File: src/svs_regs.vh
// constants of the serial voltage-code slave: boot codes, prefix, voltage scale
// assumes it is included once per design file by bare name
// What this block does
// - the processor alone masters the link, driving clock and data
// - start, stop, bits and acknowledge follow fast-mode two-wire signalling
// - serial mode at enable rise latches clock and data pins as boot code
// - soft-start then brings both rails to the boot code level
// - boot codes 00..11 give 1.1/1.0/0.9/0.8V, debug 1.4/1.2/1.0/0.8V
// - latched boot code is kept and reused at every power-ok drop
// - with both rails regulated, raise power-good, then await power-ok
// - without power-ok, hold boot code; link commands are acknowledged but not acted on
// - while power-ok holds, link commands with address 110b and write bit are accepted and acted on
// - master sends start, address, write bit; slave acknowledges
// - one data byte follows, slave acknowledges, master sends stop
// - command takes effect only after stop, on each addressed rail
// - address bits 6:4 are 110b; bits 3 and 2 are ignored
// - address bit 1 selects core, bit 0 uncore, both for both
// - data bit 7 is active-low light-load flag allowing power saving
// - code gives 1.5500V minus 0.0125V per step; 7C..7F switch off
// - one rail may go off or on while power-good stays high
// - at enable rise, type select low means serial, high parallel
// - power-ok drop lowers power-good, rails to boot code until regulated
// - debug mode follows clock/data pins as static levels, ignores power-ok
`ifndef SVS_REGS_VH
`define SVS_REGS_VH
`define SVS_ADDR_PREFIX 3'h6
`define SVS_CODE_OFF_MIN 7'h7C
`define SVS_CODE_OFF 7'h7F
`define SVS_BOOT_00 7'h24
`define SVS_BOOT_01 7'h2C
`define SVS_BOOT_10 7'h34
`define SVS_BOOT_11 7'h3C
`define SVS_FIX_00 7'h0C
`define SVS_FIX_01 7'h1C
`define SVS_FIX_10 7'h2C
`define SVS_FIX_11 7'h3C
`define SVS_V_BASE 16'h3C8C
`define SVS_V_STEP 16'h007D
`define SVS_BYTE_BITS 4'h8
`define SVS_SYNC_W 8
`endif

File: src/svs_sync2.v
// two-flop synchroniser for a bundle of independent asynchronous levels
// assumes each bit is a slow level; no bit-to-bit coherence is promised
`timescale 1ns/1ps
module svs_sync2 #(
	parameter W = 1
) (
	input wire clk,
	input wire rst_b,
	input wire [W-1:0] d,
	output reg [W-1:0] q
);
	reg [W-1:0] meta_r;
	always @(posedge clk or negedge rst_b) begin
		if (!rst_b) begin
			meta_r <= {W{1'b0}};
			q <= {W{1'b0}};
		end else begin
			meta_r <= d;
			q <= meta_r;
		end
	end
endmodule // svs_sync2

File: src/svs_code_volt.v
// maps a 7-bit voltage code to a target in units of 0.1 mV
// assumes the caller registers the result before driving a pin
`timescale 1ns/1ps
`include "svs_regs.vh"
module svs_code_volt (
	input wire [6:0] code,
	output wire off,
	output wire [15:0] tenth_mv
);
	wire [15:0] drop;
	assign off = (code >= `SVS_CODE_OFF_MIN);
	assign drop = {9'h000, code} * `SVS_V_STEP;
	assign tenth_mv = off ? 16'h0000 : (`SVS_V_BASE - drop);
endmodule // svs_code_volt

File: src/svs_slave.v
// serial voltage-code slave: start-up sequencing, send-byte receiver, rail codes
// assumes all pin inputs are asynchronous and the analog side reports regulation
`timescale 1ns/1ps
`include "svs_regs.vh"
module svs_slave (
	input wire clk,
	input wire rst_b,
	input wire enable,
	input wire cpu_type_select,
	input wire fixed_mode_select,
	input wire serial_code_clock,
	input wire serial_code_data_in,
	output reg serial_code_data_out,
	output reg serial_code_data_oe,
	input wire processor_power_ok,
	input wire core_in_regulation,
	input wire uncore_in_regulation,
	output reg regulator_power_good,
	output reg serial_mode,
	output reg soft_start_active,
	output reg light_load_flag_n,
	output reg [6:0] core_voltage_code,
	output reg [6:0] uncore_voltage_code,
	output reg core_rail_on,
	output reg uncore_rail_on,
	output reg [15:0] core_target,
	output reg [15:0] uncore_target
);

	// ****************************************
	// state encodings
	// ****************************************
	localparam ST_OFF = 7'h01;
	localparam ST_PAR = 7'h02;
	localparam ST_SOFT = 7'h04;
	localparam ST_WAIT = 7'h08;
	localparam ST_RUN = 7'h10;
	localparam ST_RECOV = 7'h20;
	localparam ST_FIX = 7'h40;
	localparam LK_IDLE = 7'h01;
	localparam LK_ADDR = 7'h02;
	localparam LK_AACK = 7'h04;
	localparam LK_DATA = 7'h08;
	localparam LK_DACK = 7'h10;
	localparam LK_DONE = 7'h20;
	localparam LK_SKIP = 7'h40;
	// ****************************************
	// pin synchronisation
	// ****************************************
	wire [`SVS_SYNC_W-1:0] pins_s;
	wire en_s;
	wire cpu_s;
	wire fix_s;
	wire scl_s;
	wire sda_s;
	wire pok_s;
	wire crdy_s;
	wire urdy_s;
	svs_sync2 #(
		.W(`SVS_SYNC_W)
	) u_sync (
		.clk(clk),
		.rst_b(rst_b),
		.d({enable, cpu_type_select, fixed_mode_select, serial_code_clock,
			serial_code_data_in, processor_power_ok, core_in_regulation,
			uncore_in_regulation}),
		.q(pins_s)
	);
	assign en_s = pins_s[7];
	assign cpu_s = pins_s[6];
	assign fix_s = pins_s[5];
	assign scl_s = pins_s[4];
	assign sda_s = pins_s[3];
	assign pok_s = pins_s[2];
	assign crdy_s = pins_s[1];
	assign urdy_s = pins_s[0];
	// ****************************************
	// edge detection on synchronised levels
	// ****************************************
	reg en_d_r;
	reg scl_d_r;
	reg sda_d_r;
	wire en_rise;
	wire scl_rise;
	wire scl_fall;
	wire bus_start;
	wire bus_stop;
	always @(posedge clk or negedge rst_b) begin
		if (!rst_b) begin
			en_d_r <= 1'b0;
			scl_d_r <= 1'b1;
			sda_d_r <= 1'b1;
		end else begin
			en_d_r <= en_s;
			scl_d_r <= scl_s;
			sda_d_r <= sda_s;
		end
	end
	assign en_rise = en_s & ~en_d_r;
	// link clock is sampled; 160 ns period leaves ~16 samples per bit
	assign scl_rise = scl_s & ~scl_d_r;
	assign scl_fall = ~scl_s & scl_d_r;
	assign bus_start = scl_s & scl_d_r & sda_d_r & ~sda_s;
	assign bus_stop = scl_s & scl_d_r & ~sda_d_r & sda_s;
	// ****************************************
	// code tables
	// ****************************************
	reg [1:0] boot_code_r;
	reg [6:0] boot_vcode;
	reg [6:0] pin_boot_vcode;
	reg [6:0] fix_vcode;
	always @* begin
		case (boot_code_r)
			2'h0: boot_vcode = `SVS_BOOT_00;
			2'h1: boot_vcode = `SVS_BOOT_01;
			2'h2: boot_vcode = `SVS_BOOT_10;
			default: boot_vcode = `SVS_BOOT_11;
		endcase
		case ({scl_s, sda_s})
			2'h0: pin_boot_vcode = `SVS_BOOT_00;
			2'h1: pin_boot_vcode = `SVS_BOOT_01;
			2'h2: pin_boot_vcode = `SVS_BOOT_10;
			default: pin_boot_vcode = `SVS_BOOT_11;
		endcase
		case ({scl_s, sda_s})
			2'h0: fix_vcode = `SVS_FIX_00;
			2'h1: fix_vcode = `SVS_FIX_01;
			2'h2: fix_vcode = `SVS_FIX_10;
			default: fix_vcode = `SVS_FIX_11;
		endcase
	end

	// ****************************************
	// link receiver (send byte)
	// ****************************************
	reg [6:0] lk_r;
	reg [3:0] bit_cnt_r;
	reg [7:0] shift_r;
	reg [1:0] rail_sel_r;
	reg [7:0] data_r;
	reg pend_r;
	reg cmd_go_r;
	wire link_en;
	wire addr_ok;
	// the link is decoded while serial_mode is set and debug select is low; only ST_RUN acts on it
	assign link_en = serial_mode & ~fix_s;
	// byte holds address bits 6:0 in [7:1] and the write bit in [0]
	assign addr_ok = (shift_r[7:5] == `SVS_ADDR_PREFIX) & ~shift_r[0];
	always @(posedge clk or negedge rst_b) begin
		if (!rst_b) begin
			lk_r <= LK_IDLE;
			bit_cnt_r <= 4'h0;
			shift_r <= 8'h00;
			rail_sel_r <= 2'h0;
			data_r <= 8'h00;
			pend_r <= 1'b0;
			cmd_go_r <= 1'b0;
			serial_code_data_oe <= 1'b0;
			serial_code_data_out <= 1'b0;
		end else begin
			cmd_go_r <= 1'b0;
			serial_code_data_out <= 1'b0;
			if (!link_en) begin
				lk_r <= LK_IDLE;
				pend_r <= 1'b0;
				serial_code_data_oe <= 1'b0;
			end else if (bus_start) begin
				// repeated start also restarts the address phase
				lk_r <= LK_ADDR;
				bit_cnt_r <= 4'h0;
				pend_r <= 1'b0;
				serial_code_data_oe <= 1'b0;
			end else if (bus_stop) begin
				cmd_go_r <= pend_r;
				pend_r <= 1'b0;
				lk_r <= LK_IDLE;
				serial_code_data_oe <= 1'b0;
			end else begin
				case (lk_r)
					LK_ADDR: begin
						if (scl_rise) begin
							shift_r <= {shift_r[6:0], sda_s};
							bit_cnt_r <= bit_cnt_r + 4'h1;
						end else if (scl_fall && bit_cnt_r == `SVS_BYTE_BITS) begin
							if (addr_ok) begin
								serial_code_data_oe <= 1'b1;
								rail_sel_r <= shift_r[2:1];
								lk_r <= LK_AACK;
							end else begin
								lk_r <= LK_SKIP;
							end
						end
					end
					LK_AACK: begin
						if (scl_fall) begin
							serial_code_data_oe <= 1'b0;
							bit_cnt_r <= 4'h0;
							lk_r <= LK_DATA;
						end
					end
					LK_DATA: begin
						if (scl_rise) begin
							shift_r <= {shift_r[6:0], sda_s};
							bit_cnt_r <= bit_cnt_r + 4'h1;
						end else if (scl_fall && bit_cnt_r == `SVS_BYTE_BITS) begin
							data_r <= shift_r;
							serial_code_data_oe <= 1'b1;
							lk_r <= LK_DACK;
						end
					end
					LK_DACK: begin
						if (scl_fall) begin
							serial_code_data_oe <= 1'b0;
							pend_r <= 1'b1;
							lk_r <= LK_DONE;
						end
					end
					LK_DONE: begin
						// a second data byte is not acknowledged
						lk_r <= LK_DONE;
					end
					LK_SKIP: begin
						lk_r <= LK_SKIP;
					end
					default: begin
						lk_r <= LK_IDLE;
					end
				endcase
			end
		end
	end

	// ****************************************
	// start-up sequencer and rail codes
	// ****************************************
	reg [6:0] st_r;
	wire both_rdy;
	wire core_off;
	wire uncore_off;
	wire [15:0] core_mv;
	wire [15:0] uncore_mv;

	assign both_rdy = crdy_s & urdy_s;

	always @(posedge clk or negedge rst_b) begin
		if (!rst_b) begin
			st_r <= ST_OFF;
			boot_code_r <= 2'h0;
			serial_mode <= 1'b0;
			soft_start_active <= 1'b0;
			regulator_power_good <= 1'b0;
			light_load_flag_n <= 1'b1;
			core_voltage_code <= `SVS_CODE_OFF;
			uncore_voltage_code <= `SVS_CODE_OFF;
		end else if (!en_s) begin
			st_r <= ST_OFF;
			serial_mode <= 1'b0;
			soft_start_active <= 1'b0;
			regulator_power_good <= 1'b0;
			light_load_flag_n <= 1'b1;
			core_voltage_code <= `SVS_CODE_OFF;
			uncore_voltage_code <= `SVS_CODE_OFF;
		end else begin
			case (st_r)
				ST_OFF: begin
					if (en_rise) begin
						if (fix_s) begin
							// debug mode overrides the type select
							serial_mode <= 1'b1;
							st_r <= ST_FIX;
						end else if (cpu_s) begin
							st_r <= ST_PAR;
						end else begin
							serial_mode <= 1'b1;
							boot_code_r <= {scl_s, sda_s};
							core_voltage_code <= pin_boot_vcode;
							uncore_voltage_code <= pin_boot_vcode;
							soft_start_active <= 1'b1;
							st_r <= ST_SOFT;
						end
					end
				end
				ST_PAR: begin
					st_r <= ST_PAR;
				end
				ST_SOFT: begin
					if (both_rdy) begin
						soft_start_active <= 1'b0;
						regulator_power_good <= 1'b1;
						st_r <= ST_WAIT;
					end
				end
				ST_WAIT: begin
					// pending link commands are dropped here
					if (pok_s) begin
						st_r <= ST_RUN;
					end
				end
				ST_RUN: begin
					if (!pok_s) begin
						regulator_power_good <= 1'b0;
						core_voltage_code <= boot_vcode;
						uncore_voltage_code <= boot_vcode;
						light_load_flag_n <= 1'b1;
						st_r <= ST_RECOV;
					end else if (cmd_go_r) begin
						// power-good is held high when a rail goes on or off
						if (rail_sel_r[1]) begin
							core_voltage_code <= data_r[6:0];
						end
						if (rail_sel_r[0]) begin
							uncore_voltage_code <= data_r[6:0];
						end
						if (rail_sel_r != 2'h0) begin
							light_load_flag_n <= data_r[7];
						end
						regulator_power_good <= 1'b1;
					end
				end
				ST_RECOV: begin
					// relies on the analog side dropping regulation on a move
					if (both_rdy) begin
						regulator_power_good <= 1'b1;
						st_r <= ST_WAIT;
					end
				end
				ST_FIX: begin
					core_voltage_code <= fix_vcode;
					uncore_voltage_code <= fix_vcode;
					regulator_power_good <= both_rdy;
				end
				default: begin
					st_r <= ST_OFF;
				end
			endcase
		end
	end

	// ****************************************
	// code to voltage, registered to the pins
	// ****************************************
	svs_code_volt u_core_volt (
		.code(core_voltage_code),
		.off(core_off),
		.tenth_mv(core_mv)
	);

	svs_code_volt u_uncore_volt (
		.code(uncore_voltage_code),
		.off(uncore_off),
		.tenth_mv(uncore_mv)
	);

	always @(posedge clk or negedge rst_b) begin
		if (!rst_b) begin
			core_rail_on <= 1'b0;
			uncore_rail_on <= 1'b0;
			core_target <= 16'h0000;
			uncore_target <= 16'h0000;
		end else begin
			core_rail_on <= ~core_off;
			uncore_rail_on <= ~uncore_off;
			core_target <= core_mv;
			uncore_target <= uncore_mv;
		end
	end

endmodule // svs_slave

File: config.mk
export PLATFORM = sky130hd
export DESIGN_NAME = svs_slave
export DESIGN_NICKNAME = d
export VERILOG_FILES = /design/src/svs_sync2.v /design/src/svs_code_volt.v /design/src/svs_slave.v
export VERILOG_INCLUDE_DIRS = /design/src
export SDC_FILE = /design/constraint.sdc
export NUM_CORES = 1
export LEC_CHECK = 0
export BUFFER_PORTS_ARGS = -buffer_cell sky130_fd_sc_hd__buf_4
export CORE_MARGIN = 10
export CORE_UTILIZATION = 63
export CTS_BUF_LIST = sky130_fd_sc_hd__clkbuf_4 sky130_fd_sc_hd__clkbuf_8
export CTS_CLUSTER_DIAMETER = 120
export DETAILED_ROUTE_END_ITERATION = 10
export PLACE_DENSITY_LB_ADDON = 0.08
export SYNTH_ARGS = -nofsm -noshare
export SYNTH_HDL_FRONTEND = slang
export SYNTH_SLANG_ARGS = --single-unit
File: constraint.sdc
create_clock -name clk -period 5.3 [get_ports clk]
set_input_delay 0.265 -clock clk [delete_from_list [all_inputs] [get_ports clk]]
set_output_delay 0.265 -clock clk [all_outputs]
set_load 0.05 [all_outputs]
==> results.yml <==
global_routing:
  use_met3_pct: 3.33
  grt_max_degree: 57
  grt_pass1_wl_um: 25200
  grt_usage_pct: 18.4
  use_met2_pct: 31.3
  grt_use_met1_pct: 23.4
  grt_pass1_vias: 5384
  overflow: 0
  grt_antenna_before_repair: 0
  busiest_layer: "met2"
synthesis:
  syn_area_um2: 7470
  syn-num-nets: 858
  synth_top_family_by_area: "adder cells"
  ys.warnings.count: 0
  yosysTopAreaCellShare_pct: 30.5
  synthArstFlopShare_pct: 100
  synth-simple-area-share_pct: 13.4
  synthCells: 718
  synthAdderAreaFrac_pct: 25.6
  yosysTopAreaCell: "dfrtp_1"
  synthMuxAreaShare_pct: 4.80
  synth-compound-area-share_pct: 10.4
  syn_avg_cell_area_um2: 10.4
  synth_area_leaders: "dfrtp_1, ha_1, fa_1"
  synth-edff-count: 0
  yosys_most_used_dff: "dfrtp_1"
  synth_cell_types: 66
  synth-xor-area-share_pct: 1.64
  ys_ff_latch: 110
  synth_seq_area_share_pct: 37.2
route:
  wl_um: 14600
  ant_nets: 0
  vias_per_cell: 5.68
  wire_per_inst_um: 15.7
  vias: 5285
  drc_errors: 0
  drtIter0Drc: 274
  dr.pass1.iters: 5
placed_design:
  hpwl_um: 11300
  portBuffers: 62
  place.gp.congestion: 0.895
layout:
  final_cell_mix: "inv_1, ha_1, dfrtp_1"
  final_common_cell: "inv_1"
  final_layout_size_suffix_gt1_share_pct: 16.9
  final_nets: 923
  ff_latch_area_um2: 2780
  multi_input_area_um2: 4170
  diodes: 0
  syn2layout_area_growth_pct: 11.2
  fill_cells: 852
cts:
  post_cts_buffers: 0
  path_clk_slew_ns: 0.11
  clock-sinks: 110
  clk_latency_ns: 0.39
  cts_buffers: 9
  cts_tree: "yes"
  htreeDepth: 3
  cts-root-buf: "clkbuf_8"
  cts.path.max_buffers: 2
outcome:
  status: "finished, final reports clean"
critical_path:
  critPathKind: "reg2reg"
  cpMaxStageDelayCell: "dfstp_2"
  slowest_delay_ns: 0.59
  cp_cell_sequence: "inv_1 > fa_1 > inv_1 > fa_1 > fa_1 > fa_1 > inv_1 > ha_1 > nor2_1 > a2111oi_0 > nor2_1 > o21bai_1 > mux2i_1"
  critPathRequiredTime_ns: 5.60
  r2r-end: "core_target[13]"
  worstPathArrival_ns: 4.92
  critPathCapture: "core_target[13]"
  crit_buf_inv: 3
  crit_top_cell: "fa_1"
  r2r-start: "core_voltage_code[2]"
  end_kind: "flop"
  crit_cells: 13
  startpoint_type: "flop"
  cp_top_family: "adder cells"
  reg2reg_depth: 13
  cp_max_fo: 8
  rrSetupSlack_ns: 0.68
  crit_path_start: "core_voltage_code[2]"
timing:
  hold_viol: 0
  max_slew.worst_pin.slew_ns: 0.897
  finalSetupViolations: 0
  fmax_mhz: 217
  maxSlewHeadroom_pct: 40.2
  fin_tns_setup_ns: 0
  period_share_pct: 87.1
  fin_crit_ns: 4.62
  drv_slew: 0
  clock_skew_ns: 0.0152
  rsz0062_at_grt: "false"
floorplan:
  initial_utilization_pct: 64.9
  core_area_um2: 11500
  row_count: 39
  io_pins: 64
  die_w_um: 129
  fp.dieH_um: 129
  die_area_um2: 16600
job:
  cap_viol_max_count: 0
min_path:
  hold_path.class: "reg2reg"
==> through the flow <==
stage          std cells  worst slack (ns)  util [%]  hold WS [ns]  instance area (um^2)
2_1_floorplan        718             0.849         -       -0.0306                  7470
3_3_place_gp         906             0.827      69.7         0.333                  8030
3_5_place_dp         906             0.797      69.7         0.335                  8030
4_1_cts              931             0.706      72.2         0.360                  8310
5_1_grt              931             0.432      72.2         0.368                  8310
6_report             931             0.681      72.2         0.359                  8310
==> layout make-up <==
cell class,instances,area share [%]
inverters,114,5.15
clock inverters,7,0.843
flip-flops and latches,110,33.4
multi-input cells,476,50.2
repair buffers,72,6.77
well taps,143,2.15
clock buffers,9,1.49
==> registers in the layout, indices dropped and copies added (netlist names), 2 cells and up <==
signal	flops
core_target	15
uncore_target	15
data_r	8
shift_r	8
u_sync.meta_r	8
u_sync.q	8
core_voltage_code	7
lk_r	7
st_r	7
uncore_voltage_code	7
bit_cnt_r	4
boot_code_r	2
rail_sel_r	2
==> worst min-delay path by stage <==
stage | startpoint | to | slack (ns) | depth (start not counted)
finish | u_sync.meta_r[7] | u_sync.q[7] | 0.36 | 0
global route | u_sync.meta_r[3] | u_sync.q[3] | 0.37 | 0
CTS | u_sync.meta_r[7] | u_sync.q[7] | 0.36 | 0
detailed placement | u_sync.meta_r[7] | u_sync.q[7] | 0.33 | 0
global placement | u_sync.meta_r[0] | u_sync.q[0] | 0.33 | 0
floorplan | rst_b | bit_cnt_r[0] | -0.03 | 0
==> layer usage <==
| metal | routed length (um) | vias up |
|---|---|---|
| li1 | - | 2549 |
| met1 | 6590 | 2591 |
| met2 | 7090 | 128 |
| met3 | 733 | 17 |
| met4 | 211 | 0 |
| met5 | 0 | - |
==> kinds of logic after synthesis <==
family,after synthesis
simple gates,190
buf+inv,132
fa+ha+maj,130
flops,110
compound gates,108
mux,33
xor+xnor,14
other cells,1
==> timing repair <==
action,4_1_cts,5_1_grt
resized for setup,0,0
hold endpoints to repair,59,0
hold buffers,9,0
==> synth_stat cells, types with 11 or more instances <==
cell / number
inv_1: 114
fa_1: 38
dfrtp_1: 91
dfstp_2: 19
o21ai_0: 13
nand2_1: 33
mux2_2: 22
ha_1: 92
a21oi_1: 20
nor2_1: 50
o211ai_1: 11
nor2b_1: 13
o21a_1: 14
nor3_1: 26
nand3_1: 14
==> worst reg2reg max path, delay by kind of cell, from the launching register on <==
family / cells / cell delay, ns
flip-flops: 1 / 0.59
AND/OR/NAND/NOR: 2 / 0.25
multiplexers: 1 / 0.21
adder cells (fa/ha/maj): 5 / 2.40
buffers and inverters: 3 / 0.30
AO/OA/AOI/OAI: 2 / 0.78
Power is left out: the tool's default activity adds up to more than one toggle a clock period on the data nets, which glitch-free logic cannot reach.
